## src/design/sacl_defs.vh

```
// constants for the setpoint access and current loop menu block
`ifndef SACL_DEFS_VH
`define SACL_DEFS_VH

// ==========================================================
// register byte offsets
`define SACL_OFF_CTRL 8'h00
`define SACL_OFF_CODE 8'h04
`define SACL_OFF_LO 8'h08
`define SACL_OFF_HI 8'h0C
`define SACL_OFF_SP1 8'h10
`define SACL_OFF_SP2 8'h14
`define SACL_OFF_STAT 8'h18

// ==========================================================
// control field positions
`define SACL_CTRL_MENU_EN 0
`define SACL_CTRL_LOOP_EN 1
`define SACL_CTRL_SRC_TOTAL 2

// ==========================================================
// reset values
`define SACL_RST_CODE 16'h0000
`define SACL_RST_LO 32'h00000000
`define SACL_RST_HI 32'h00999999
`define SACL_RST_SP 32'h00000000

// ==========================================================
// digit counts and loop currents in microamps
`define SACL_CODE_DIGITS 4'd4
`define SACL_RATE_DIGITS 4'd6
`define SACL_TOTAL_DIGITS 4'd8
`define SACL_UA_LOW 16'd4000
`define SACL_UA_HIGH 16'd20000
`define SACL_UA_SPAN 16'd16000
`define SACL_UA_FALLBACK 16'd3500

// ==========================================================
// timing
`define SACL_CLK_HZ 10000000
`define SACL_TIMEOUT_S 10
`define SACL_TIMEOUT_CYC (`SACL_TIMEOUT_S * `SACL_CLK_HZ)

`endif

```

## src/design/sacl_menu.v

```verilog
// front panel setpoint access menu and current loop configuration
`timescale 1ns/1ps
`include "sacl_defs.vh"

// ==========================================================
module sacl_menu #(
    parameter TIMEOUT_CYC = `SACL_TIMEOUT_CYC
) (
    // clock, reset, enable
    input wire pclk,
    input wire presetn,
    input wire clk_en,
    // apb slave
    input wire psel,
    input wire penable,
    input wire pwrite,
    input wire [7:0] paddr,
    input wire [31:0] pwdata,
    output reg [31:0] prdata,
    output reg pready,
    output reg pslverr,
    // push buttons, high while pressed
    input wire btn_prog,
    input wire btn_up,
    input wire btn_down,
    input wire btn_enter,
    // surrounding instrument
    input wire cfg_mode,
    input wire cfg_code_edit,
    input wire alarm1_total,
    input wire alarm2_total,
    input wire cal_changed_rate,
    input wire cal_changed_total,
    input wire [31:0] rate_display,
    input wire [31:0] total_display,
    // display and loop outputs
    output reg [6:0] menu_state,
    output reg [31:0] edit_value,
    output reg [2:0] edit_digit,
    output reg loop_enabled,
    output reg loop_fallback,
    output reg [15:0] loop_ua
);

// ==========================================================
// states
localparam [6:0] ST_TOTALISE = 7'b0000001;
localparam [6:0] ST_CODE_PROMPT = 7'b0000010;
localparam [6:0] ST_CODE_ENTRY = 7'b0000100;
localparam [6:0] ST_SP_PROMPT = 7'b0001000;
localparam [6:0] ST_SP_EDIT = 7'b0010000;
localparam [6:0] ST_NEW_CODE = 7'b0100000;
localparam [6:0] ST_NEW_DONE = 7'b1000000;

function [26:0] bcd2bin;
    input [31:0] bcd;
    integer i;
    reg [26:0] acc;
    begin
        acc = 27'd0;
        for (i = 7; i >= 0; i = i - 1) begin
            acc = acc * 27'd10 + {23'd0, bcd[i*4 +: 4]};
        end
        bcd2bin = acc;
    end
endfunction

function [31:0] digit_mask;
    input [3:0] ndig;
    begin
        digit_mask = (ndig == 4'd8) ? 32'hFFFFFFFF :
            ((32'h00000001 << {ndig, 2'b00}) - 32'h00000001);
    end
endfunction

// ==========================================================
// registers
reg menu_en_reg;
reg loop_en_reg;
reg src_total_reg;
reg [15:0] code_active_reg;
reg [15:0] code_pending_reg;
reg [31:0] lo_reg;
reg [31:0] hi_reg;
reg [31:0] sp1_reg;
reg [31:0] sp2_reg;
reg [6:0] state_reg;
reg [31:0] edit_reg;
reg [2:0] dig_reg;
reg sel_sp2_reg;
reg [26:0] idle_cnt_reg;
reg fallback_reg;
reg [3:0] btn_q_reg;

wire prog_p = btn_prog & ~btn_q_reg[0];
wire up_p = btn_up & ~btn_q_reg[1];
wire down_p = btn_down & ~btn_q_reg[2];
wire enter_p = btn_enter & ~btn_q_reg[3];
wire any_p = prog_p | up_p | down_p | enter_p;
wire combo = btn_prog & btn_up & (prog_p | up_p);
wire sp_total = sel_sp2_reg ? alarm2_total : alarm1_total;
wire [3:0] ndig = (state_reg == ST_CODE_ENTRY ||
    state_reg == ST_NEW_CODE) ? `SACL_CODE_DIGITS :
    (sp_total ? `SACL_TOTAL_DIGITS : `SACL_RATE_DIGITS);
wire [3:0] cur_digit = edit_reg[{dig_reg, 2'b00} +: 4];
wire apb_wr = psel & penable & pready & pwrite;
wire cal_hit = src_total_reg ? cal_changed_total : cal_changed_rate;

// ==========================================================
// apb slave, one wait state per access
always @(posedge pclk or negedge presetn) begin
    if (!presetn) begin
        pready <= 1'b0;
        pslverr <= 1'b0;
        prdata <= 32'h00000000;
    end else if (clk_en) begin
        if (psel && penable && !pready) begin
            pready <= 1'b1;
            pslverr <= 1'b0;
            prdata <= 32'h00000000;
            if (paddr == `SACL_OFF_CTRL) begin
                prdata <= {29'd0, src_total_reg, loop_en_reg, menu_en_reg};
            end else if (paddr == `SACL_OFF_CODE) begin
                prdata <= {code_pending_reg, code_active_reg};
            end else if (paddr == `SACL_OFF_LO) begin
                prdata <= lo_reg;
            end else if (paddr == `SACL_OFF_HI) begin
                prdata <= hi_reg;
            end else if (paddr == `SACL_OFF_SP1) begin
                prdata <= sp1_reg;
            end else if (paddr == `SACL_OFF_SP2) begin
                prdata <= sp2_reg;
            end else if (paddr == `SACL_OFF_STAT) begin
                prdata <= {loop_ua, 7'd0, fallback_reg, 1'b0, state_reg};
            end else begin
                pslverr <= 1'b1;
            end
        end else begin
            pready <= 1'b0;
            pslverr <= 1'b0;
        end
    end
end

// ==========================================================
// configuration written by software
always @(posedge pclk or negedge presetn) begin
    if (!presetn) begin
        menu_en_reg <= 1'b0;
        loop_en_reg <= 1'b0;
        src_total_reg <= 1'b0;
        lo_reg <= `SACL_RST_LO;
        hi_reg <= `SACL_RST_HI;
        fallback_reg <= 1'b0;
    end else if (clk_en) begin
        if (apb_wr && paddr == `SACL_OFF_CTRL) begin
            menu_en_reg <= pwdata[`SACL_CTRL_MENU_EN];
            loop_en_reg <= pwdata[`SACL_CTRL_LOOP_EN];
            src_total_reg <= pwdata[`SACL_CTRL_SRC_TOTAL];
        end
        if (apb_wr && paddr == `SACL_OFF_LO) begin
            lo_reg <= pwdata;
        end
        if (apb_wr && paddr == `SACL_OFF_HI) begin
            hi_reg <= pwdata;
        end
        // a calibration hit beats a same-cycle reconfiguration
        if (cal_hit) begin
            fallback_reg <= 1'b1;
        end else if (apb_wr && (paddr == `SACL_OFF_LO ||
                paddr == `SACL_OFF_HI || paddr == `SACL_OFF_CTRL)) begin
            fallback_reg <= 1'b0;
        end
    end
end

// ==========================================================
// push button menu
always @(posedge pclk or negedge presetn) begin
    if (!presetn) begin
        btn_q_reg <= 4'h0;
        state_reg <= ST_TOTALISE;
        edit_reg <= 32'h00000000;
        dig_reg <= 3'd0;
        sel_sp2_reg <= 1'b0;
        idle_cnt_reg <= 27'd0;
        code_active_reg <= `SACL_RST_CODE;
        code_pending_reg <= `SACL_RST_CODE;
        sp1_reg <= `SACL_RST_SP;
        sp2_reg <= `SACL_RST_SP;
    end else if (clk_en) begin
        btn_q_reg <= {btn_enter, btn_down, btn_up, btn_prog};
        if (any_p || state_reg == ST_TOTALISE) begin
            idle_cnt_reg <= 27'd0;
        end else begin
            idle_cnt_reg <= idle_cnt_reg + 27'd1;
        end
        if (apb_wr && paddr == `SACL_OFF_CODE) begin
            code_pending_reg <= pwdata[15:0];
        end
        if (apb_wr && paddr == `SACL_OFF_SP1) begin
            sp1_reg <= pwdata & digit_mask(alarm1_total ?
                `SACL_TOTAL_DIGITS : `SACL_RATE_DIGITS);
        end
        if (apb_wr && paddr == `SACL_OFF_SP2) begin
            sp2_reg <= pwdata & digit_mask(alarm2_total ?
                `SACL_TOTAL_DIGITS : `SACL_RATE_DIGITS);
        end
        // digit editing shared by every entry state
        if (state_reg == ST_CODE_ENTRY || state_reg == ST_SP_EDIT ||
                state_reg == ST_NEW_CODE) begin
            if (up_p) begin
                edit_reg[{dig_reg, 2'b00} +: 4] <=
                    (cur_digit == 4'h9) ? 4'h0 : cur_digit + 4'h1;
            end else if (down_p) begin
                edit_reg[{dig_reg, 2'b00} +: 4] <=
                    (cur_digit == 4'h0) ? 4'h9 : cur_digit - 4'h1;
            end else if (prog_p) begin
                dig_reg <= ({1'b0, dig_reg} == ndig - 4'd1) ?
                    3'd0 : dig_reg + 3'd1;
            end
        end
        if (idle_cnt_reg >= TIMEOUT_CYC - 1 &&
                state_reg != ST_NEW_CODE && state_reg != ST_NEW_DONE) begin
            state_reg <= ST_TOTALISE;
        end else begin
            case (state_reg)
            ST_TOTALISE: begin
                if (!cfg_mode) begin
                    code_active_reg <= code_pending_reg;
                end
                if (cfg_mode && cfg_code_edit) begin
                    edit_reg <= 32'h00000000;
                    dig_reg <= 3'd0;
                    state_reg <= ST_NEW_CODE;
                end else if (!cfg_mode && menu_en_reg && combo) begin
                    sel_sp2_reg <= 1'b0;
                    if (code_active_reg == 16'h0000) begin
                        state_reg <= ST_SP_PROMPT;
                    end else begin
                        state_reg <= ST_CODE_PROMPT;
                    end
                end
            end
            ST_CODE_PROMPT: begin
                if (prog_p) begin
                    edit_reg <= 32'h00000000;
                    dig_reg <= 3'd0;
                    state_reg <= ST_CODE_ENTRY;
                end
            end
            ST_CODE_ENTRY: begin
                if (enter_p) begin
                    if (edit_reg[15:0] == code_active_reg) begin
                        sel_sp2_reg <= 1'b0;
                        state_reg <= ST_SP_PROMPT;
                    end else begin
                        state_reg <= ST_TOTALISE;
                    end
                end
            end
            ST_SP_PROMPT: begin
                if (up_p || down_p) begin
                    sel_sp2_reg <= ~sel_sp2_reg;
                end else if (prog_p) begin
                    edit_reg <= sel_sp2_reg ? sp2_reg : sp1_reg;
                    dig_reg <= 3'd0;
                    state_reg <= ST_SP_EDIT;
                end else if (enter_p) begin
                    state_reg <= ST_TOTALISE;
                end
            end
            ST_SP_EDIT: begin
                if (enter_p) begin
                    if (sel_sp2_reg) begin
                        sp2_reg <= edit_reg & digit_mask(ndig);
                    end else begin
                        sp1_reg <= edit_reg & digit_mask(ndig);
                    end
                    state_reg <= ST_SP_PROMPT;
                end
            end
            ST_NEW_CODE: begin
                if (enter_p) begin
                    state_reg <= ST_NEW_DONE;
                end
            end
            ST_NEW_DONE: begin
                if (enter_p) begin
                    code_pending_reg <= edit_reg[15:0];
                    state_reg <= ST_TOTALISE;
                end
            end
            default: begin
                state_reg <= ST_TOTALISE;
            end
            endcase
        end
    end
end

// ==========================================================
// current loop: serial divider, one result every 42 cycles
reg [40:0] rem_reg;
reg [40:0] quo_reg;
reg [26:0] den_reg;
reg [5:0] div_cnt_reg;
reg [15:0] ua_calc_reg;

wire [26:0] x_bin = bcd2bin(src_total_reg ? total_display : rate_display);
wire [26:0] lo_bin = bcd2bin(lo_reg);
wire [26:0] hi_bin = bcd2bin(hi_reg);
wire [27:0] rem_shift = {rem_reg[26:0], quo_reg[40]};
wire rem_ge = rem_shift >= {1'b0, den_reg};

always @(posedge pclk or negedge presetn) begin
    if (!presetn) begin
        rem_reg <= 41'd0;
        quo_reg <= 41'd0;
        den_reg <= 27'd0;
        div_cnt_reg <= 6'd0;
        ua_calc_reg <= `SACL_UA_LOW;
    end else if (clk_en) begin
        if (div_cnt_reg == 6'd0) begin
            if (hi_bin <= lo_bin || x_bin <= lo_bin) begin
                ua_calc_reg <= `SACL_UA_LOW;
            end else if (x_bin >= hi_bin) begin
                ua_calc_reg <= `SACL_UA_HIGH;
            end else begin
                quo_reg <= {14'd0, x_bin - lo_bin} * 41'd16000;
                rem_reg <= 41'd0;
                den_reg <= hi_bin - lo_bin;
                div_cnt_reg <= 6'd41;
            end
        end else begin
            rem_reg <= {13'd0, rem_ge ? rem_shift - {1'b0, den_reg} :
                rem_shift};
            quo_reg <= {quo_reg[39:0], rem_ge};
            div_cnt_reg <= div_cnt_reg - 6'd1;
            if (div_cnt_reg == 6'd1) begin
                ua_calc_reg <= `SACL_UA_LOW +
                    {quo_reg[14:0], rem_ge};
            end
        end
    end
end

// ==========================================================
// registered outputs
always @(posedge pclk or negedge presetn) begin
    if (!presetn) begin
        menu_state <= ST_TOTALISE;
        edit_value <= 32'h00000000;
        edit_digit <= 3'd0;
        loop_enabled <= 1'b0;
        loop_fallback <= 1'b0;
        loop_ua <= 16'd0;
    end else if (clk_en) begin
        menu_state <= state_reg;
        edit_value <= (state_reg == ST_SP_PROMPT) ? {31'd0, sel_sp2_reg} :
            edit_reg;
        edit_digit <= dig_reg;
        loop_enabled <= loop_en_reg;
        loop_fallback <= fallback_reg;
        // disabled loop drives no current; a calibration change of the selected source forces the fallback current
        if (!loop_en_reg) begin
            loop_ua <= 16'd0;
        end else if (fallback_reg) begin
            loop_ua <= `SACL_UA_FALLBACK;
        end else begin
            loop_ua <= ua_calc_reg;
        end
    end
end

endmodule // sacl_menu

```

## config.mk

```make
export PLATFORM = sky130hd
export DESIGN_NAME = sacl_menu
export DESIGN_NICKNAME = d
export VERILOG_FILES = /design/src/design/sacl_menu.v
export VERILOG_INCLUDE_DIRS = /design/src /design/src/design
export SDC_FILE = /design/constraint.sdc
export NUM_CORES = 2
export LEC_CHECK = 0
export BUFFER_PORTS_ARGS = -buffer_cell sky130_fd_sc_hd__buf_2
export CAP_MARGIN = 10
export CORE_UTILIZATION = 45
export DETAILED_ROUTE_END_ITERATION = 10
export HOLD_SLACK_MARGIN = 0.03
export PLACE_DENSITY = 0.65
export SYNTH_ARGS = -nofsm -noshare
export SYNTH_HDL_FRONTEND = slang
export SYNTH_SLANG_ARGS = --single-unit
```

## constraint.sdc

```tcl
create_clock -name pclk -period 22.6 [get_ports pclk]
set_clock_uncertainty 0.15 [all_clocks]
set_input_delay 3.39 -clock pclk [delete_from_list [all_inputs] [get_ports pclk]]
set_output_delay 3.39 -clock pclk [all_outputs]
set_load 0.01 [all_outputs]
```

After elaboration in Yosys (flattened, before gate mapping)
Cells that the tools add are included.
Widths: inputs -> output; s select.
{ "totals": {"register_bits": 449, "inputBits": 120, "out_inout_bits": 94, "wordCells": 304} }
{ "classes": {"addsub": 35, "n_mul": 22, "magnitude_cmp": 5, "n_eq_ne": 36, "shifts": 7, "mux": 103, "bitwise_logic": 24, "reduce_logical": 42} }
{ "ops": {"columns": ["operator", "count"], "rows": [
  ["$mux 32", 31],
  ["$add 27x4->27", 9],
  ["$mul 27x3->26 const B", 6],
  ["$mux 16", 10],
  ["$mux 27", 5],
  ["$mux 41", 3],
  ["$and 32x32->32", 3],
  ["$pmux 32 s3", 1],
  ["$shl 1x6->32 const A", 3],
  ["$sub 32x1->32 const B", 3],
  ["$sub 27x27->27", 3],
  ["$mul 24x3->26 const B", 3],
  ["$add 23x4->24", 3],
  ["$mux 7", 10],
  ["$mul 19x3->22 const B", 3],
  ["$bwmux 32", 2],
  ["$shiftx 4x7->32", 2],
  ["$add 18x4->19", 3],
  ["$le 27x27->1", 2],
  ["$mul 14x3->17 const B", 3],
  ["$pmux 7 s7", 1],
  ["$add 13x4->14", 3],
  ["$mul 9x3->12 const B", 3],
  ["$mul 27x7->34 const B", 1],
  ["other kinds (59)", 158]
]} }

Longest topological paths before layout
{ "depth": {"ltp_word": 20, "mapped_depth": 87, "ltp_nobuf": 83} }

Worst setup path before layout
No wires, ideal clock.
{ "synth_path": {"path_kind": "input to register", "from": "in total_display[31]", "to": "reg quo_reg[40]", "arrival_ps": 20137, "required_time_ps": 22373, "setup_slack_ps": 2236, "stages": 81, "n_path_buf": 2, "path_cell_list": "mux2i_1 inv_1 ha_1 ha_1 inv_1 fa_1 nor3b_1 xnor2_1 ha_1 ha_1 a21oi_1 xnor2_1 nand2_1 nor2_1 xor2_1 ha_1 ha_1 a21boi_0 [... 45 more ...] nor2_1 nor2_1 xnor2_1 inv_1 fa_1 inv_1 fa_1 fa_1 ha_1 ha_1 a21o_1 a21oi_1 nor2_1 a21oi_1 o311ai_1 xnor2_1 mux2_2 a21oi_1"} }
{ "synth_between": {"elab_chain_cells": 20, "elab_cells_between_ends": 26} }
{ "synth_rtl": {"columns": ["item", "line_no", "rtl"], "rows": [
  ["start, declared", "sacl_menu.v:35", "input wire [31:0] total_display,"],
  ["$mux 32 (*)", "sacl_menu.v:310", "wire [26:0] x_bin = bcd2bin(src_total_reg ? total_display : rate_display);"],
  ["$mul 4x3->7 (*)", "sacl_menu.v:62", "acc = acc * 27'd10 + {23'd0, bcd[i*4 +: 4]};"],
  ["$add 8x4->9 (*)", "sacl_menu.v:62", null],
  ["$mul 9x3->12 (*)", "sacl_menu.v:62", null],
  ["$add 13x4->14 (*)", "sacl_menu.v:62", null],
  ["$mul 14x3->17 (*)", "sacl_menu.v:62", null],
  ["$add 18x4->19 (*)", "sacl_menu.v:62", null],
  ["$mul 19x3->22 (*)", "sacl_menu.v:62", null],
  ["[... 4 more ...]", null, null],
  ["$add 27x4->27 (*)", "sacl_menu.v:62", null],
  ["$mul 27x3->26 (*)", "sacl_menu.v:62", null],
  ["$add 27x4->27 (*)", "sacl_menu.v:62", null],
  ["$sub 27x27->27", "sacl_menu.v:330", "quo_reg <= {14'd0, x_bin - lo_bin} * 41'd16000;"],
  ["$mul 27x7->34", "sacl_menu.v:330", null],
  ["$mux 41", "sacl_menu.v:327", "end else if (x_bin >= hi_bin) begin"],
  ["$mux 41", "sacl_menu.v:325", "if (hi_bin <= lo_bin || x_bin <= lo_bin) begin"],
  ["$mux 41", "sacl_menu.v:324", "if (div_cnt_reg == 6'd0) begin"],
  ["end signal, assigned", "sacl_menu.v:330", null],
  ["end signal, assigned", "sacl_menu.v:338", "quo_reg <= {quo_reg[39:0], rem_ge};"],
  ["end, declared", "sacl_menu.v:305", "reg [40:0] quo_reg;"]
]} }
Mark *: on every way between the ends. The rest lies on a longest branch, timed or not. The select of a mux whose other input is x is not followed.
A chain may end at the register's enable or synchronous reset.

Worst setup path in the final report
{ "layout_path": {"from": "in total_display[29]", "to": "reg quo_reg[40]"} }
Same word-level chain as after synthesis.

==> results.yml <==
setup_path:
  path_depth: 81
  r2r_slack_ns: 3.18
  worst_setup_path_end_kind: "flip-flop"
  r2r-end: "quo_reg[40]"
  slowest_stage: "fa_1"
  cp_num_buf_inv: 7
  max_stage_delay_ns: 0.54
  timing_worst_setup_path_type: "primary input to flip-flop"
  start_kind: "primary input"
  r2r_cells: 81
  cp.required_ns: 22.97
  crit_fanout: 9
  critPathArrivalTime_ns: 21.45
  crit_top_cell: "ha_1"
  r2r-start: "src_total_reg"
  cp_top_family: "adder cells"
placement:
  post-place-ws_ns: 0.488
  portBuffers: 213
  dpl-instance-area_um2: 59400
  place_congestion: 0.942
  post-dp-hpwl_um: 120000
detailed_routing:
  totalWireLength_um: 151000
  wl_per_cell_um: 17.7
  drcViolationCount: 0
  dr.pass1.iters: 8
  ant_nets: 0
  via_per_inst: 5.71
  drt_iter0_markers: 3514
  vias: 48600
logic_synthesis:
  synth_ff_type: "dfrtp_1"
  async_reset_ff_frac: 1.00
  synth-edff-count: 0
  synth_warnings: 0
  synth_cell_types: 98
  synthCells: 6753
  synth_seq_cells: 449
  syn_area_um2: 56700
  ys_seq_area_frac: 0.199
  syn_avg_cell_area_um2: 8.40
min_path:
  hold_path_end: "prdata[13]"
  hold_path_class: "flip-flop to flip-flop"
  min_path_cells: 1
  min_from: "prdata[13]"
final_layout:
  design_area_um2: 61000
  area_growth_pct: 7.57
  layout_commonest_cell: "ha_1"
  drive_gt1_frac: 0.0826
  nFillCells: 12000
  nets: 7973
  largest_reg_flops: 41
  mostFrequentLayoutCells: "871 x ha_1, 590 x inv_1, 510 x a21oi_1, 461 x nor2_1, 458 x nand2_1"
die:
  die_area_um2: 127000
  fp.dieH_um: 357
  rows: 129
  die_w_um: 357
  io_pins: 214
  core-area_um2: 124000
  initial_core_util: 0.456
clocking:
  clkTransAtPathRegs_ns: 0.06
  htreeDepth: 2
  clk_latency_ns: 0.63
  clockBufferDepth: 3
  cts_setup_buffers: 0
  cts.sinks: 449
  cts_buffers: 46
  cts_tree: "built"
  clockRootBuffer: "clkbuf_16"
sta:
  fmax_ghz: 0.0474
  grt_setup_unrepaired: "false"
  fin_crit_sh: 0.933
  tns_ns: 0
  finalHoldViolCount: 0
  finalSetupViolations: 0
  layout_min_cycle_time_ns: 21.09
  relSlewSlack: 0.208
  tightest_slew_ns: 1.18
  worst_hold_slack_ns: 0.326
  final_max_slew_viol_count: 0
  final.setup.worst_slack_ns: 1.51
global_route:
  grt_max_degree: 180
  grt_pass1_vias: 47200
  grt.total_usage: 0.234
  globalRouteOverflowTotal: 0
  antenna_found_initial: 10
  grt_pass1_wl_um: 246000
run:
  cap_violations: 0
run_status:
  status: "complete, no violations"
[worst max-delay path by stage]
stage                        endpoint              start  slack, ns
after floorplan           quo_reg[40]  total_display[31]       2.24
after global placement    quo_reg[40]  total_display[31]       0.93
after detailed placement  quo_reg[40]  total_display[31]       0.49
after CTS                 quo_reg[40]  total_display[31]       1.07
after global routing      quo_reg[40]  total_display[29]       0.02
final                     quo_reg[40]  total_display[29]       1.51
[per-stage QoR]
step,instances,util
floorplan,6758,-
CTS,8513,0.490
detailed placement,8428,0.478
global placement,8428,0.478
finish,8520,0.491
global route,8519,0.491
[metal layers]
metal / wire, µm / global-route usage / up-vias
li1: - / - / 24200
met1: 69900 / 0.320 / 23000
met2: 69300 / 0.388 / 1167
met3: 7180 / 0.0234 / 231
met4: 4710 / 0.0699 / 2
met5: 12 / 0 / -
[cells in the mapped netlist, types with 32 or more instances]
cell / number / share of area
nand3_1: 210 / 0.019
o21bai_1: 67 / 0.0089
nand2_1: 459 / 0.030
xnor2_1: 431 / 0.067
and3_1: 62 / 0.0068
a21o_1: 164 / 0.022
a31oi_1: 41 / 0.0045
mux2i_1: 84 / 0.015
nand2b_1: 65 / 0.0072
nor3_1: 134 / 0.012
nor3b_1: 39 / 0.0052
nor4_1: 33 / 0.0036
inv_1: 590 / 0.039
nand4_1: 50 / 0.0055
ha_1: 871 / 0.19
fa_1: 143 / 0.050
o31ai_1: 49 / 0.0065
o211ai_1: 39 / 0.0052
a21oi_1: 510 / 0.045
o22ai_1: 114 / 0.013
o21a_1: 74 / 0.0098
clkbuf_1: 177 / 0.012
mux2_2: 143 / 0.028
xor2_1: 292 / 0.045
nor2_1: 463 / 0.031
o21ai_0: 417 / 0.037
dfrtp_1: 429 / 0.19
a211oi_1: 32 / 0.0042
nor2b_1: 78 / 0.0086
[area by class of cell]
cell class	instances	area [µm²]	area share
antenna	7	17.5	0.000287
clock buffer	64	1320	0.0216
clock inverter	21	228	0.00373
inverter	591	2220	0.0364
multi-input combinational	5503	42500	0.697
sequential	449	11300	0.185
tap	1637	2050	0.0336
timing repair buffer	248	1390	0.0227
[logic make-up (layout without fill, tap and decap cells)]
group | after synthesis | after routing | share of synthesized area
mux | 236 | 236 | 0.0467
compound gates | 1774 | 1774 | 0.196
buf+inv | 806 | 924 | 0.0536
simple gates | 1744 | 1744 | 0.148
other cells | 1 | 13 | 0.0000661
fa+ha+maj | 1014 | 1014 | 0.243
xor+xnor | 729 | 729 | 0.114
flops | 449 | 449 | 0.199
[what timing repair did]
action                     CTS  global route
gates resized for setup      0             9
setup endpoints to repair    0             4
hold buffers                 0             0
Power is left out: the tool's default activity adds up to more than one toggle a clock period on the data nets, which glitch-free logic cannot reach.
